File: config.mk
export PLATFORM = sky130hd
export DESIGN_NAME = sbg_bus_guard
export DESIGN_NICKNAME = d
export VERILOG_FILES = /design/src/rtl/sbg_pkg.sv /design/src/rtl/sbg_bus_guard.sv
export VERILOG_INCLUDE_DIRS = /design/src /design/src/rtl
export SDC_FILE = /design/constraint.sdc
export NUM_CORES = 1
export LEC_CHECK = 0
export BUFFER_PORTS_ARGS = -buffer_cell sky130_fd_sc_hd__buf_2
export CORE_MARGIN = 8
export CORE_UTILIZATION = 40
export DETAILED_ROUTE_END_ITERATION = 6
export PLACE_DENSITY = 0.65
export SETUP_SLACK_MARGIN = 0.05
export SKIP_CTS_REPAIR_TIMING = 1
export SLEW_MARGIN = 25
export SYNTH_ARGS = -nofsm -noshare
export SYNTH_HDL_FRONTEND = slang
export SYNTH_SLANG_ARGS = --single-unit
File: constraint.sdc
create_clock -name mclk -period 3.1 [get_ports mclk]
set_clock_uncertainty 0.2 [all_clocks]
set_input_delay 0.31 -clock mclk [delete_from_list [all_inputs] [get_ports mclk]]
set_output_delay 0.31 -clock mclk [all_outputs]
set_load 0.01 [all_outputs]
File: src/rtl/sbg_defs.svh
// Operation
// Ignore all bus instructions during initialisation
// Enter standby once power-on clear completes
// Low supply at stop aborts pending write
// Write only after data byte, ack, stop
// Start mid-command discards it, decodes fresh
// Master must release held data line first
// Master reloads address after cancelling command
// Reject clock/data noise of 100 ns or less
// Master checks acknowledge after each byte; the testbench checks it only after the address and word address bytes of frame
// Phase adjustment restores interface without power-on clear
// Master: start, nine clocks, start, stop
// Start resets bus state, drops any output
// Data line released during initialisation
`ifndef SBG_DEFS_SVH
`define SBG_DEFS_SVH

// Clock period and noise window in ns
`define SBG_CLK_NS 10
`define SBG_FILT_NS 100
// Cycles a level must outlast before it counts; a 100 ns pulse is exactly 10
`define SBG_FILT_CYC 4'((`SBG_FILT_NS + `SBG_CLK_NS - 1) / `SBG_CLK_NS)
`define SBG_FILT_W 4

// Bit and byte positions within a transfer
`define SBG_BIT_ACK 4'h8
`define SBG_BIT_TXLAST 4'h7
// A stop needs one clock rise after the ack; any more means a byte was begun
`define SBG_BIT_STOP 4'h1
`define SBG_IDX_ADDR 2'h0
`define SBG_IDX_DATA 2'h3
// Pin indices in the filter arrays
`define SBG_PIN_SCL 0
`define SBG_PIN_SDA 1
// Default bus address, arbitrary value
`define SBG_DEV_ADDR 7'h2A

`endif

File: src/rtl/sbg_pkg.sv
package sbg_pkg;

  // Raw two-wire pin levels
  typedef struct packed {
    logic sda;
    logic scl;
  } sbg_pins_t;

  // Bus engine states, one-hot
  typedef enum logic [5:0] {
    SBG_INIT = 6'h01,
    SBG_IDLE = 6'h02,
    SBG_RX = 6'h04,
    SBG_ACK = 6'h08,
    SBG_TX = 6'h10,
    SBG_MACK = 6'h20
  } sbg_state_t;

endpackage

File: src/rtl/sbg_bus_guard.sv
`timescale 1ns/1ps
`include "sbg_defs.svh"

module sbg_bus_guard #(
  parameter logic [6:0] DEV_ADDR = `SBG_DEV_ADDR
) (
  input wire logic mclk,
  input wire logic rst,
  input wire sbg_pkg::sbg_pins_t pins_in,
  input wire logic por_busy,
  input wire logic low_supply,
  input wire logic [7:0] rd_data,
  output logic sda_o,
  output logic sda_oe,
  output logic [7:0] rx_data,
  output logic rx_valid,
  output logic rd_req,
  output logic wr_commit,
  output logic wr_abort
);

  // Write may commit only when the stop's own clock rise is the sole one since a data byte ack
  function automatic logic commit_ok(input sbg_pkg::sbg_state_t st, input logic [3:0] bc,
                                     input logic [1:0] idx, input logic rw);
    commit_ok = (st == sbg_pkg::SBG_RX) && (bc == `SBG_BIT_STOP) && (idx == `SBG_IDX_DATA) && !rw;
  endfunction

  // Input conditioning registers, one lane per pin
  logic [1:0] s1_q, s2_q, s3_q; // Three-stage synchroniser
  logic [1:0] ag_q; // Level once stages two and three agree
  logic [1:0] filt_q; // Filtered level
  logic [1:0] filt_p_q; // Filtered level one cycle ago
  logic [`SBG_FILT_W-1:0] cnt_q [2]; // Cycles the new level has held
  logic [1:0] pin_raw;
  logic [2:0] lv_q; // Low-supply synchroniser
  logic low_q; // Agreed low-supply level

  assign pin_raw = {pins_in.sda, pins_in.scl};

  // Sync then low-pass each pin; a level shorter than the window never reaches filt_q
  genvar gi;
  generate
    for (gi = 0; gi < 2; gi++) begin : g_pin
      always_ff @(posedge mclk) begin
        if (rst) begin
          s1_q[gi] <= 1'b1;
          s2_q[gi] <= 1'b1;
          s3_q[gi] <= 1'b1;
          ag_q[gi] <= 1'b1;
          filt_q[gi] <= 1'b1;
          cnt_q[gi] <= '0;
        end else begin
          s1_q[gi] <= pin_raw[gi];
          s2_q[gi] <= s1_q[gi];
          s3_q[gi] <= s2_q[gi];
          // Change counts only once stages agree
          if (s2_q[gi] == s3_q[gi]) begin
            ag_q[gi] <= s3_q[gi];
          end
          // Accept only after the level outlasts the noise window
          if (ag_q[gi] == filt_q[gi]) begin
            cnt_q[gi] <= '0;
          end else if (cnt_q[gi] == `SBG_FILT_CYC) begin
            filt_q[gi] <= ag_q[gi];
            cnt_q[gi] <= '0;
          end else begin
            cnt_q[gi] <= cnt_q[gi] + 4'h1;
          end
        end
      end
    end
  endgenerate

  // Previous filtered levels and low-supply sync
  always_ff @(posedge mclk) begin
    if (rst) begin
      filt_p_q <= 2'h3;
      lv_q <= 3'h0;
      low_q <= 1'b0;
    end else begin
      filt_p_q <= filt_q;
      lv_q <= {lv_q[1:0], low_supply};
      if (lv_q[1] == lv_q[2]) begin
        low_q <= lv_q[2];
      end
    end
  end

  // Bus events from filtered levels
  wire scl_f = filt_q[`SBG_PIN_SCL];
  wire sda_f = filt_q[`SBG_PIN_SDA];
  wire scl_rise = scl_f && !filt_p_q[`SBG_PIN_SCL];
  wire scl_fall = !scl_f && filt_p_q[`SBG_PIN_SCL];
  wire scl_hold = scl_f && filt_p_q[`SBG_PIN_SCL];
  wire start_ev = scl_hold && !sda_f && filt_p_q[`SBG_PIN_SDA];
  wire stop_ev = scl_hold && sda_f && !filt_p_q[`SBG_PIN_SDA];

  // Engine state
  sbg_pkg::sbg_state_t st_q;
  logic [3:0] bit_q; // Bits done in current byte
  logic [1:0] idx_q; // Byte index, saturates once the first data byte is acked
  logic rw_q; // Read when set
  logic [7:0] sh_q; // Receive or transmit shifter
  logic oe_q; // Pulling data line low
  logic commit_q, abort_q, rxv_q, rdr_q;
  wire can_commit = commit_ok(st_q, bit_q, idx_q, rw_q);
  wire addr_hit = (sh_q[7:1] == DEV_ADDR);

  // Main bus engine; stop beats start beats clock edges
  always_ff @(posedge mclk) begin
    if (rst) begin
      st_q <= sbg_pkg::SBG_INIT;
      bit_q <= 4'h0;
      idx_q <= `SBG_IDX_ADDR;
      rw_q <= 1'b0;
      sh_q <= 8'h00;
      oe_q <= 1'b0;
      commit_q <= 1'b0;
      abort_q <= 1'b0;
      rxv_q <= 1'b0;
      rdr_q <= 1'b0;
    end else begin
      commit_q <= 1'b0;
      abort_q <= 1'b0;
      rxv_q <= 1'b0;
      rdr_q <= 1'b0;
      if (st_q == sbg_pkg::SBG_INIT) begin
        // Deaf and released until power-on clear ends
        oe_q <= 1'b0;
        if (!por_busy) begin
          st_q <= sbg_pkg::SBG_IDLE;
        end
      end else if (stop_ev) begin
        // Stop ends everything; only a clean data-ack boundary writes
        if (can_commit) begin
          commit_q <= !low_q;
          abort_q <= low_q;
        end
        st_q <= sbg_pkg::SBG_IDLE;
        oe_q <= 1'b0;
      end else if (start_ev) begin
        // Fresh transfer, any output dropped
        st_q <= sbg_pkg::SBG_RX;
        bit_q <= 4'h0;
        idx_q <= `SBG_IDX_ADDR;
        oe_q <= 1'b0;
      end else begin
        unique case (st_q)
          sbg_pkg::SBG_IDLE: begin
            // Standby: wait for start
            oe_q <= 1'b0;
          end
          sbg_pkg::SBG_RX: begin
            if (scl_rise) begin
              sh_q <= {sh_q[6:0], sda_f};
              bit_q <= bit_q + 4'h1;
            end else if (scl_fall && bit_q == `SBG_BIT_ACK) begin
              // Foreign address: go quiet until next start
              if (idx_q == `SBG_IDX_ADDR && !addr_hit) begin
                st_q <= sbg_pkg::SBG_IDLE;
              end else begin
                st_q <= sbg_pkg::SBG_ACK;
                oe_q <= 1'b1;
                if (idx_q == `SBG_IDX_ADDR) begin
                  rw_q <= sh_q[0];
                end else begin
                  rxv_q <= 1'b1;
                end
              end
            end
          end
          sbg_pkg::SBG_ACK: begin
            // Ack held for one clock; on its falling edge a write releases the line, a read drives the first data bit
            if (scl_fall) begin
              bit_q <= 4'h0;
              if (idx_q != `SBG_IDX_DATA) begin
                idx_q <= idx_q + 2'h1;
              end
              if (rw_q) begin
                st_q <= sbg_pkg::SBG_TX;
                sh_q <= rd_data;
                oe_q <= !rd_data[7];
                rdr_q <= 1'b1;
              end else begin
                st_q <= sbg_pkg::SBG_RX;
                oe_q <= 1'b0;
              end
            end
          end
          sbg_pkg::SBG_TX: begin
            if (scl_fall) begin
              if (bit_q == `SBG_BIT_TXLAST) begin
                st_q <= sbg_pkg::SBG_MACK;
                oe_q <= 1'b0;
                bit_q <= 4'h0;
              end else begin
                sh_q <= {sh_q[6:0], 1'b0};
                oe_q <= !sh_q[6];
                bit_q <= bit_q + 4'h1;
              end
            end
          end
          sbg_pkg::SBG_MACK: begin
            // No ack from master ends the read and frees the line
            if (scl_rise && sda_f) begin
              st_q <= sbg_pkg::SBG_IDLE;
            end else if (scl_fall) begin
              st_q <= sbg_pkg::SBG_TX;
              sh_q <= rd_data;
              oe_q <= !rd_data[7];
              rdr_q <= 1'b1;
            end
          end
          default: begin
            st_q <= sbg_pkg::SBG_IDLE;
            oe_q <= 1'b0;
          end
        endcase
      end
    end
  end

  // Open-drain data: only ever pulls low
  assign sda_o = 1'b0;
  assign sda_oe = oe_q;
  assign rx_data = sh_q;
  assign rx_valid = rxv_q;
  assign rd_req = rdr_q;
  assign wr_commit = commit_q;
  assign wr_abort = abort_q;

  // Run length of the agreed level, for the noise check only
  logic [`SBG_FILT_W-1:0] run_q [2];
  always_ff @(posedge mclk) begin
    if (rst) begin
      run_q[0] <= '0;
      run_q[1] <= '0;
    end else begin
      for (int i = 0; i < 2; i++) begin
        if (ag_q[i] == filt_q[i]) run_q[i] <= '0;
        else if (run_q[i] != 4'hF) run_q[i] <= run_q[i] + 4'h1;
      end
    end
  end
endmodule

Word-level counts from Yosys, hierarchy flattened
Memory sizes are Yosys's and may differ from the RTL's.
Cells that the tools add are included.

storage, ports and cells
  register bits after elaboration = 42
  RAM bits = 8
  input bits = 14
  output and inout port bits = 14
  word-level logic and storage cells = 201
  memories = 1

memories
  memory  words  bits a word  rd ports  clocked after Yosys merged registers in  write ports  RTL line             RTL
  cnt_q   2      4            2         0                                        2            sbg_bus_guard.sv:33  logic [`SBG_FILT_W-1:0] cnt_q [2];

cells by class
  add/sub/neg operators = 4
  equal/unequal tests = 40
  mux-type cells = 78
  bitwise logic cells = 16
  reductions and logical operators = 39

operators with widths
  cell                   count
  $mux W6                11
  $mux W8                7
  $mux W4                12
  $mux W1                38
  $pmux W8 S4            1
  $pmux W6 S5            1
  $ne A2 B2 Y1 const B   11
  $reduce_and A8 Y1      2
  $ne A5 B5 Y1 const B   3
  $logic_and A1 B1 Y1    13
  $add A4 B1 Y4 const B  3
  $eq A4 B4 Y1 const B   3
  $pmux W4 S3            1
  $reduce_and A11 Y1     1
  $not A1 Y1             10
  $logic_not A1 Y1       9
  $ne A3 B3 Y1 const B   3
  $mux W2                4
  $reduce_bool A4 Y1     2
  $reduce_or A4 Y1       2
  $reduce_or A8 Y1       1
  $eq A7 B6 Y1 const B   1
  $reduce_and A7 Y1      1
  $eq A6 B1 Y1 const B   1
  other kinds (24)       36

Longest topological paths before layout
Gate-level depths: netlist (run 1).

  depth after elaboration = 10
  mapped depth = 8
  mapped depth without buffers = 7

Worst setup path after synthesis (run 1)
No wires, ideal clock.

  path kind = reg-to-reg
  start = register st_q[0]
  end = register sh_q[0], in the netlist rx_data[0]
  setup time = 0.086 ns
  arrival = 1.957 ns
  required time = 2.814 ns
  slack = 0.857 ns
  cell stages (with the launch flop) = 7
  path buffers = 1
  clock period less this slack = 2.243 ns
  cells stage by stage = dfxtp_1 -> buf_2 -> or4_1 -> o31a_1 -> o21ai_2 -> nand2_1 -> a221oi_2

between the ends
  word-level cells in the longest chain between the ends = 3
  elaborated cells on any way between the ends = 16
  those cells by class = 12 x eq/ne; 1 x mux; 1 x bitwise; 2 x reduce/logical

RTL lines
  what                                                         RTL line              RTL
  from (decl)                                                  sbg_bus_guard.sv:99   sbg_pkg::sbg_state_t st_q;
  from (signal assigned)                                       sbg_bus_guard.sv:112  st_q <= sbg_pkg::SBG_INIT;
  from (signal assigned)                                       sbg_bus_guard.sv:131  st_q <= sbg_pkg::SBG_IDLE;
  from (signal assigned)                                       sbg_bus_guard.sv:139  st_q <= sbg_pkg::SBG_IDLE;
  $eq A6 B6 Y1, or another cell as far along                   sbg_bus_guard.sv:148  unique case (st_q)
  $ne A2 B2 Y1 (no source line), or another cell as far along  --
  $reduce_and A11 Y1 (no source line)                          --
  to (signal assigned)                                         sbg_bus_guard.sv:155  sh_q <= {sh_q[6:0], sda_f};
  to (signal assigned)                                         sbg_bus_guard.sv:181  sh_q <= rd_data;
  to (signal assigned)                                         sbg_bus_guard.sv:197  sh_q <= {sh_q[6:0], 1'b0};
  to (decl)                                                    sbg_bus_guard.sv:103  logic [7:0] sh_q;

Several ways; a longest one is shown, not always the timed one.
A chain may end at the register's enable or synchronous reset.

Worst setup path in the final report (run 1)
  start = register filt_q[1], in the netlist sda_f
  end = register sh_q[7], in the netlist rx_data[7]

between the ends
  word-level cells in the longest chain between the ends = 5
  elaborated cells on any way between the ends = 10
  those cells by class = 1 x eq/ne; 2 x bitwise; 7 x reduce/logical

RTL lines
  what                                     RTL line             RTL
  from (decl)                              sbg_bus_guard.sv:31  logic [1:0] filt_q;
  from (signal, indexed assignment)        sbg_bus_guard.sv:64  filt_q[gi] <= ag_q[gi];
  $logic_not A1 Y1                         sbg_bus_guard.sv:95  wire start_ev = scl_hold && !sda_f && filt_p_q[`SBG_PIN_SDA];
  $logic_and A1 B1 Y1 (2 in series)        sbg_bus_guard.sv:95
  $not A1 Y1 (no source line)              --
  $reduce_and A11 Y1 (no source line) (*)  --

Every way passes the cells marked *; elsewhere a longest branch is shown, timed or not.

==> results.py, run 1 <==
metrics = {
    "outcome": {
        "status": "finished, final reports clean",
    },
    "sta": {
        "min_period_ps": 2610,
        "final-setup-viol-count": 0,
        "finalHoldViolations": 0,
        "fmax_mhz": 383,
        "fin_crit_sh": 0.842,
        "relSlewSlack": 0.504,
        "finalSetupTns_ps": 0,
        "finalMaxSlewViolations": 0,
        "rsz0062_at_grt": "no",
        "max_slew.worst_pin.slew_ps": 744,
    },
    "detailed_routing": {
        "drt-total-wl_um": 5950,
        "wire_per_inst_um": 14.5,
        "ant_nets": 0,
        "drc": 0,
        "via_per_inst": 5.67,
        "num_vias": 2330,
        "drt_iter0_drc": 220,
        "drt_pass1_iterations": 4,
    },
    "power_and_ir_drop": {
        "power.leakage_nw": 1.10,
        "power_density_mw_per_mm2": 392,
        "ir_worst_vdd_v": 0.000225,
        "totalPowerFinal_mw": 1.18,
    },
    "synthesis": {
        "synth_enable_flop_cells": 8,
        "yosysSeqAreaShare": 0.397,
        "syn_avg_cell_area_um2": 8.92,
        "postSynth.asyncResetShare": 0,
        "synth_warnings": 0,
        "ys_ff_latch": 50,
        "ys_types": 65,
        "synth_flop_cell": "dfxtp_1",
        "syn_area_mm2": 0.00272,
        "synth_cells": 305,
    },
    "setup_path": {
        "crit_family": "compound AO/OA/AOI/OAI gates",
        "path_class": "flop to flop",
        "crit_path_top_delay_cell": "or4b_1",
        "path_max_fanout": 11,
        "crit_path_cell_trace": "xnor2_1 -> o21ai_0 -> or4b_1 -> a21o_2 -> a221oi_2",
        "cp.required_ps": 3120,
        "arrival_ps": 2630,
        "endpoint_kind": "flop",
        "critical_path.max_stage_delay_ps": 650,
        "crit_path_start_kind": "flop",
        "cp_num_buf_inv": 0,
    },
    "global_route": {
        "grt_pass1_wl_um": 9940,
        "grt_max_degree": 43,
        "antenna_found_initial": 0,
        "grt_busiest_layer": "met2",
        "grt_util_met1": 0.146,
        "grt_usage": 0.121,
        "grt_pass1_vias": 2181,
        "use_met3": 0.0310,
        "gr-total-overflow": 0,
        "gr-usage-met2": 0.208,
    },
    "final_layout": {
        "fin_nets": 353,
        "final_cells": 411,
        "syn_to_final_growth_pct": 10.7,
        "final_area_mm2": 0.00301,
        "fin_util": 0.451,
        "drive_above_1_share": 0.175,
        "final_cell_mix": "dfxtp_1, nor2_1, buf_2, a21oi_1, inv_1",
        "final_common_cell": "dfxtp_1",
        "n_antenna_cell": 0,
    },
    "floorplanning": {
        "rows": 30,
        "start_util": 0.407,
        "die_area_mm2": 0.00970,
        "dieWidth_um": 98.5,
        "die_h_um": 98.5,
        "pin_count": 28,
        "core_mm2": 0.00668,
    },
    "clocking": {
        "cts_sinks": 50,
        "clockRootBuffer": "clkbuf_8",
        "clk_latency_ps": 310,
        "cts.clk_slew.worst_paths_ps": 110,
        "htreeDepth": 2,
        "ctsLongestPathBuffers": 2,
        "cts_made_buffers": 5,
        "cts_tree": "done",
    },
    "placed_design": {
        "placed_area_mm2": 0.00289,
        "dp_hpwl_um": 4370,
        "portBuffers": 26,
        "post-place-cells": 401,
        "place.gp.congestion": 0.919,
    },
    "hold_path": {
        "hp-class": "input pin to flop",
    },
    "run": {
        "max_cap_viol_count": 0,
    },
}
layout make-up:
type / count / area, µm²
clock buffers: 5 / 68.8
clock inverters: 3 / 28.8
fillers: 652 / 3670
inverters: 16 / 60.1
multi-input cells: 229 / 1520
flip-flops and latches: 50 / 1080
well taps: 80 / 100
repair buffers: 28 / 150
worst register-to-register path, delay by kind of cell (launching register included):
family / cells / cell delay [ps]
and+or+nand+nor: 1 / 650
xor gates and xnor gates: 1 / 460
DFF: 1 / 450
AOI/OAI and AO/OA: 3 / 760
cell usage after synthesis, types with 4 or more instances:
library cell  instances  area share
a211oi_1             10       0.028
a21oi_1              19       0.035
a221oi_2              4       0.022
buf_2                 7       0.013
clkbuf_1              8       0.011
dfxtp_1              42        0.31
edfxtp_1              8       0.088
ha_1                  9       0.041
inv_1                16       0.022
nand2_1              15       0.021
nand2b_1              6       0.014
nand3_1              11       0.020
nor2_1               26       0.036
nor2b_1              11       0.025
nor3_1               12       0.022
o21ai_0              12       0.022
or2_2                 9       0.021
or4_1                 4       0.011
xnor2_1               6       0.019
xor2_1                4       0.013
metal layers:
layer | up-vias | part of all wire
met3 | 10 | 0.066
met4 | 0 | 0.013
met5 | - | 0
met2 | 89 | 0.46
met1 | 1087 | 0.46
li1 | 1144 | -
logic make-up after synthesis:
logic type / synth area share
AND/OR/NAND/NOR: 0.248
AO/OA/AOI/OAI: 0.208
flip-flops: 0.397
buffers and inverters: 0.0529
XOR/XNOR: 0.0382
adder cells (fa/ha/maj): 0.0414
multiplexers: 0.0110
other: 0.00276
final timing paths:
path	start	to	slack (ps)	cells past startpoint
hold reg to reg	s1_q[1]	s2_q[1]	220	1
setup reg to reg	sda_f	rx_data[7]	490	5
hold / removal	por_busy	st_q[0]	20	2
setup / recovery	sda_f	rx_data[7]	490	5
state kept, by name, summed over array words and instances, names as in the netlist, 3 cells and up:
name	cells
rx_data	8
lv_q	3
st_q	6
cnt_q	8
bit_q	4
metrics by stage:
| step | hold WS (ps) | setup WS (ps) |
|---|---|---|
| 2_1_floorplan | 189 | 857 |
| 3_3_place_gp | 192 | 634 |
| 3_5_place_dp | 196 | 532 |
| 4_1_cts | -30.5 | 505 |
| 5_1_grt | 9.00 | 337 |
| 6_report | 19.4 | 491 |
power by group:
part	leakage [nW]	switching, mW	internal (mW)
Combinational	0.631	0.0492	0.0362
Sequential	0.424	0.0157	0.671
Clock	0.0506	0.237	0.169
Total	1.10	0.302	0.877
Note: power is estimated with default switching activity, not from simulation.
==> run 2: changes to the inputs <==
--- a/config.mk
+++ b/config.mk
@@ -6,6 +6,7 @@
 export SDC_FILE = /design/constraint.sdc
 export NUM_CORES = 1
 export LEC_CHECK = 0
+export ABC_AREA = 1
 export BUFFER_PORTS_ARGS = -buffer_cell sky130_fd_sc_hd__buf_2
 export CORE_MARGIN = 8
 export CORE_UTILIZATION = 40
==> constraint.sdc (replaced) <==
create_clock -name mclk -period 2.6 [get_ports mclk]
set_clock_uncertainty 0.2 [all_clocks]
set_input_delay 0.26 -clock mclk [delete_from_list [all_inputs] [get_ports mclk]]
set_output_delay 0.26 -clock mclk [all_outputs]
set_load 0.01 [all_outputs]
==> run 2 against run 1 <==
Register-to-register slack gained 160 ps. Hold slack gained 7.2 ps. Die area increased by 1.9%. Clock power increased by 18%. Critical endpoint is now bit_q[1]. Combinational power rose to 14 times the previous value. Highest routed layer unchanged.
==> results.py, run 2 <==
metrics = {
    "outcome": {
        "status": "finished, final reports clean",
    },
    "setup_path": {
        "endpoint_kind": "flop",
        "r2r-end": "bit_q[1]",
        "path_max_fanout": 14,
        "critical_path.max_stage_delay_ps": 440,
        "crit_family": "simple AND/OR/NAND/NOR gates",
        "timing.critical_path.depth": 9,
        "arrival_ps": 1950,
        "cp.required_ps": 2600,
        "rrSetupSlack_ps": 650,
        "reg2regPathDepth": 9,
        "crit_path_cell_trace": "inv_1 -> nor2_1 -> nand3_2 -> nand2_1 -> o21ai_1 -> nand2_1 -> nand2_2 -> o21ai_0 -> nor2_1",
        "crit_path_top_delay_cell": "dfxtp_1",
        "crit_path_start_kind": "flop",
        "reg2reg_from": "st_q[3]",
        "path_class": "flop to flop",
        "cp_num_buf_inv": 1,
    },
    "global_route": {
        "antenna_found_initial": 0,
        "gr-total-overflow": 0,
        "grt_pass1_vias": 2372,
        "grt_pass1_wl_um": 10600,
        "grt_max_degree": 19,
        "grt_usage": 0.129,
    },
    "synthesis": {
        "synth_flop_cell": "dfxtp_1",
        "syn_avg_cell_area_um2": 7.36,
        "synth_warnings": 0,
        "synth_top_area_cell": "dfxtp_1",
        "synth_most_common_cell": "nand2_1",
        "syn_area_mm2": 0.00278,
        "yosysSeqAreaShare": 0.388,
        "ys_ff_latch": 50,
        "ys_types": 40,
        "synth_top_area_share": 0.302,
        "synth_area_leaders": "dfxtp_1, nand2_1, nor2_1, edfxtp_1, inv_1",
        "synth_enable_flop_cells": 8,
        "synth_cells": 378,
        "netlist_top_cells_count": "nand2_1, nor2_1, dfxtp_1, inv_1, nand3_1",
        "postSynth.asyncResetShare": 0,
    },
    "power_and_ir_drop": {
        "p_clk_frac": 0.178,
        "power_density_mw_per_mm2": 869,
        "ir_worst_vdd_v": 0.000410,
        "totalPowerFinal_mw": 2.70,
        "power.leakage_nw": 1.47,
        "netSwitchingFraction": 0.438,
        "power_frac_comb": 0.442,
        "p_int_mw": 1.52,
        "p_switching_mw": 1.18,
        "power_frac_seq": 0.380,
    },
    "sta": {
        "rsz0062_at_grt": "no",
        "fin_crit_sh": 0.749,
        "min_period_ps": 1950,
        "finalHoldViolations": 0,
        "finalSetupTns_ps": 0,
        "fmax_mhz": 513,
        "final-setup-viol-count": 0,
        "finalMaxSlewViolations": 0,
    },
    "final_layout": {
        "final_cell_mix": "nand2_1, nor2_1, dfxtp_1, inv_1, nand3_1",
        "n_antenna_cell": 0,
        "nFillCells": 685,
        "drive_above_1_share": 0.183,
        "final_cells": 496,
        "syn_to_final_growth_pct": 11.8,
        "fin_nets": 438,
        "final_common_cell": "nand2_1",
    },
    "clocking": {
        "cts_made_buffers": 5,
        "cts.clk_slew.worst_paths_ps": 100,
        "clockRootBuffer": "clkbuf_8",
        "htreeDepth": 2,
        "cts_tree": "done",
        "clk_latency_ps": 310,
        "cts_sinks": 50,
        "ctsLongestPathBuffers": 2,
    },
    "detailed_routing": {
        "ant_nets": 0,
        "drt_pass1_iterations": 4,
        "num_vias": 2457,
        "drt_iter0_drc": 152,
        "via_per_inst": 4.95,
        "drc": 0,
        "wire_per_inst_um": 12.3,
        "drt-total-wl_um": 6090,
    },
    "hold_path": {
        "min_to": "st_q[0]",
        "hp-class": "input pin to flop",
        "hp-start": "por_busy",
        "holdPathStages": 3,
    },
    "floorplanning": {
        "core_mm2": 0.00676,
        "pin_count": 28,
        "start_util": 0.412,
        "rows": 30,
        "die_h_um": 99.4,
        "die_area_mm2": 0.00988,
        "dieWidth_um": 99.4,
    },
    "placed_design": {
        "dp_hpwl_um": 4640,
        "post-place-cells": 485,
        "place.gp.congestion": 0.928,
        "portBuffers": 26,
    },
    "run": {
        "max_cap_viol_count": 0,
    },
}
-- run 2: worst reg2reg max path: cells and delay by family, from the launching register on --
kind / cells / cell delay [ps]
buffers and inverters: 1 / 60
AO/OA/AOI/OAI: 2 / 230
AND/OR/NAND/NOR: 6 / 900
flip-flops: 1 / 440
-- run 2: through the flow --
step	area (µm²)	util	setup slack, ps	hold slack [ps]
floorplan	2810	-	1020	164
global placement	2990	0.442	743	191
detailed placement	2990	0.442	697	198
CTS	3080	0.456	682	-85.9
global route	3110	0.461	420	58.1
finish	3110	0.461	652	26.6
-- run 2: cells by family (layout without fill, tap and decap cells) --
group,count (synthesis),after routing,synth area share
compound gates,31,31,0.0652
xor+xnor,5,5,0.0157
fa+ha+maj,9,9,0.0405
buf+inv,48,79,0.0769
flops,50,50,0.388
other cells,2,9,0.00270
simple gates,233,233,0.411
-- run 2: power groups by stage --
stage	Clock [mW]	Combinational, mW	Sequential, mW
global placement	0	1.17	1.04
global route	0.531	1.35	1.05
floorplan	0	0.933	1.04
CTS	0.502	1.19	1.03
finish	0.481	1.20	1.03
detailed placement	0	1.18	1.05
-- run 2: layout make-up --
cell class,instances,area (µm²),share of cell area
inverters,41,154,0.0495
repair buffers,30,168,0.0539
clock buffers,5,68.8,0.0221
clock inverters,3,26.3,0.00844
well taps,80,100,0.0322
multi-input cells,287,1510,0.487
flip-flops and latches,50,1080,0.347
-- run 2: routing by layer --
| metal | share of wire | track usage | vias up |
|---|---|---|---|
| met5 | 0 | 0 | - |
| met4 | 0.012 | 0.0431 | 0 |
| met3 | 0.073 | 0.0321 | 9 |
| met2 | 0.46 | 0.218 | 83 |
| met1 | 0.46 | 0.155 | 1096 |
| li1 | - | - | 1269 |
-- run 2: worst max path at each step --
stage,startpoint,to,slack (ps)
final,st_q[3],bit_q[1],650
after global routing,st_q[3],bit_q[1],420
after CTS,st_q[3],bit_q[1],680
after detailed placement,st_q[3],bit_q[1],700
after global placement,st_q[3],bit_q[1],740
after floorplan,sda_f,st_q[3],1020
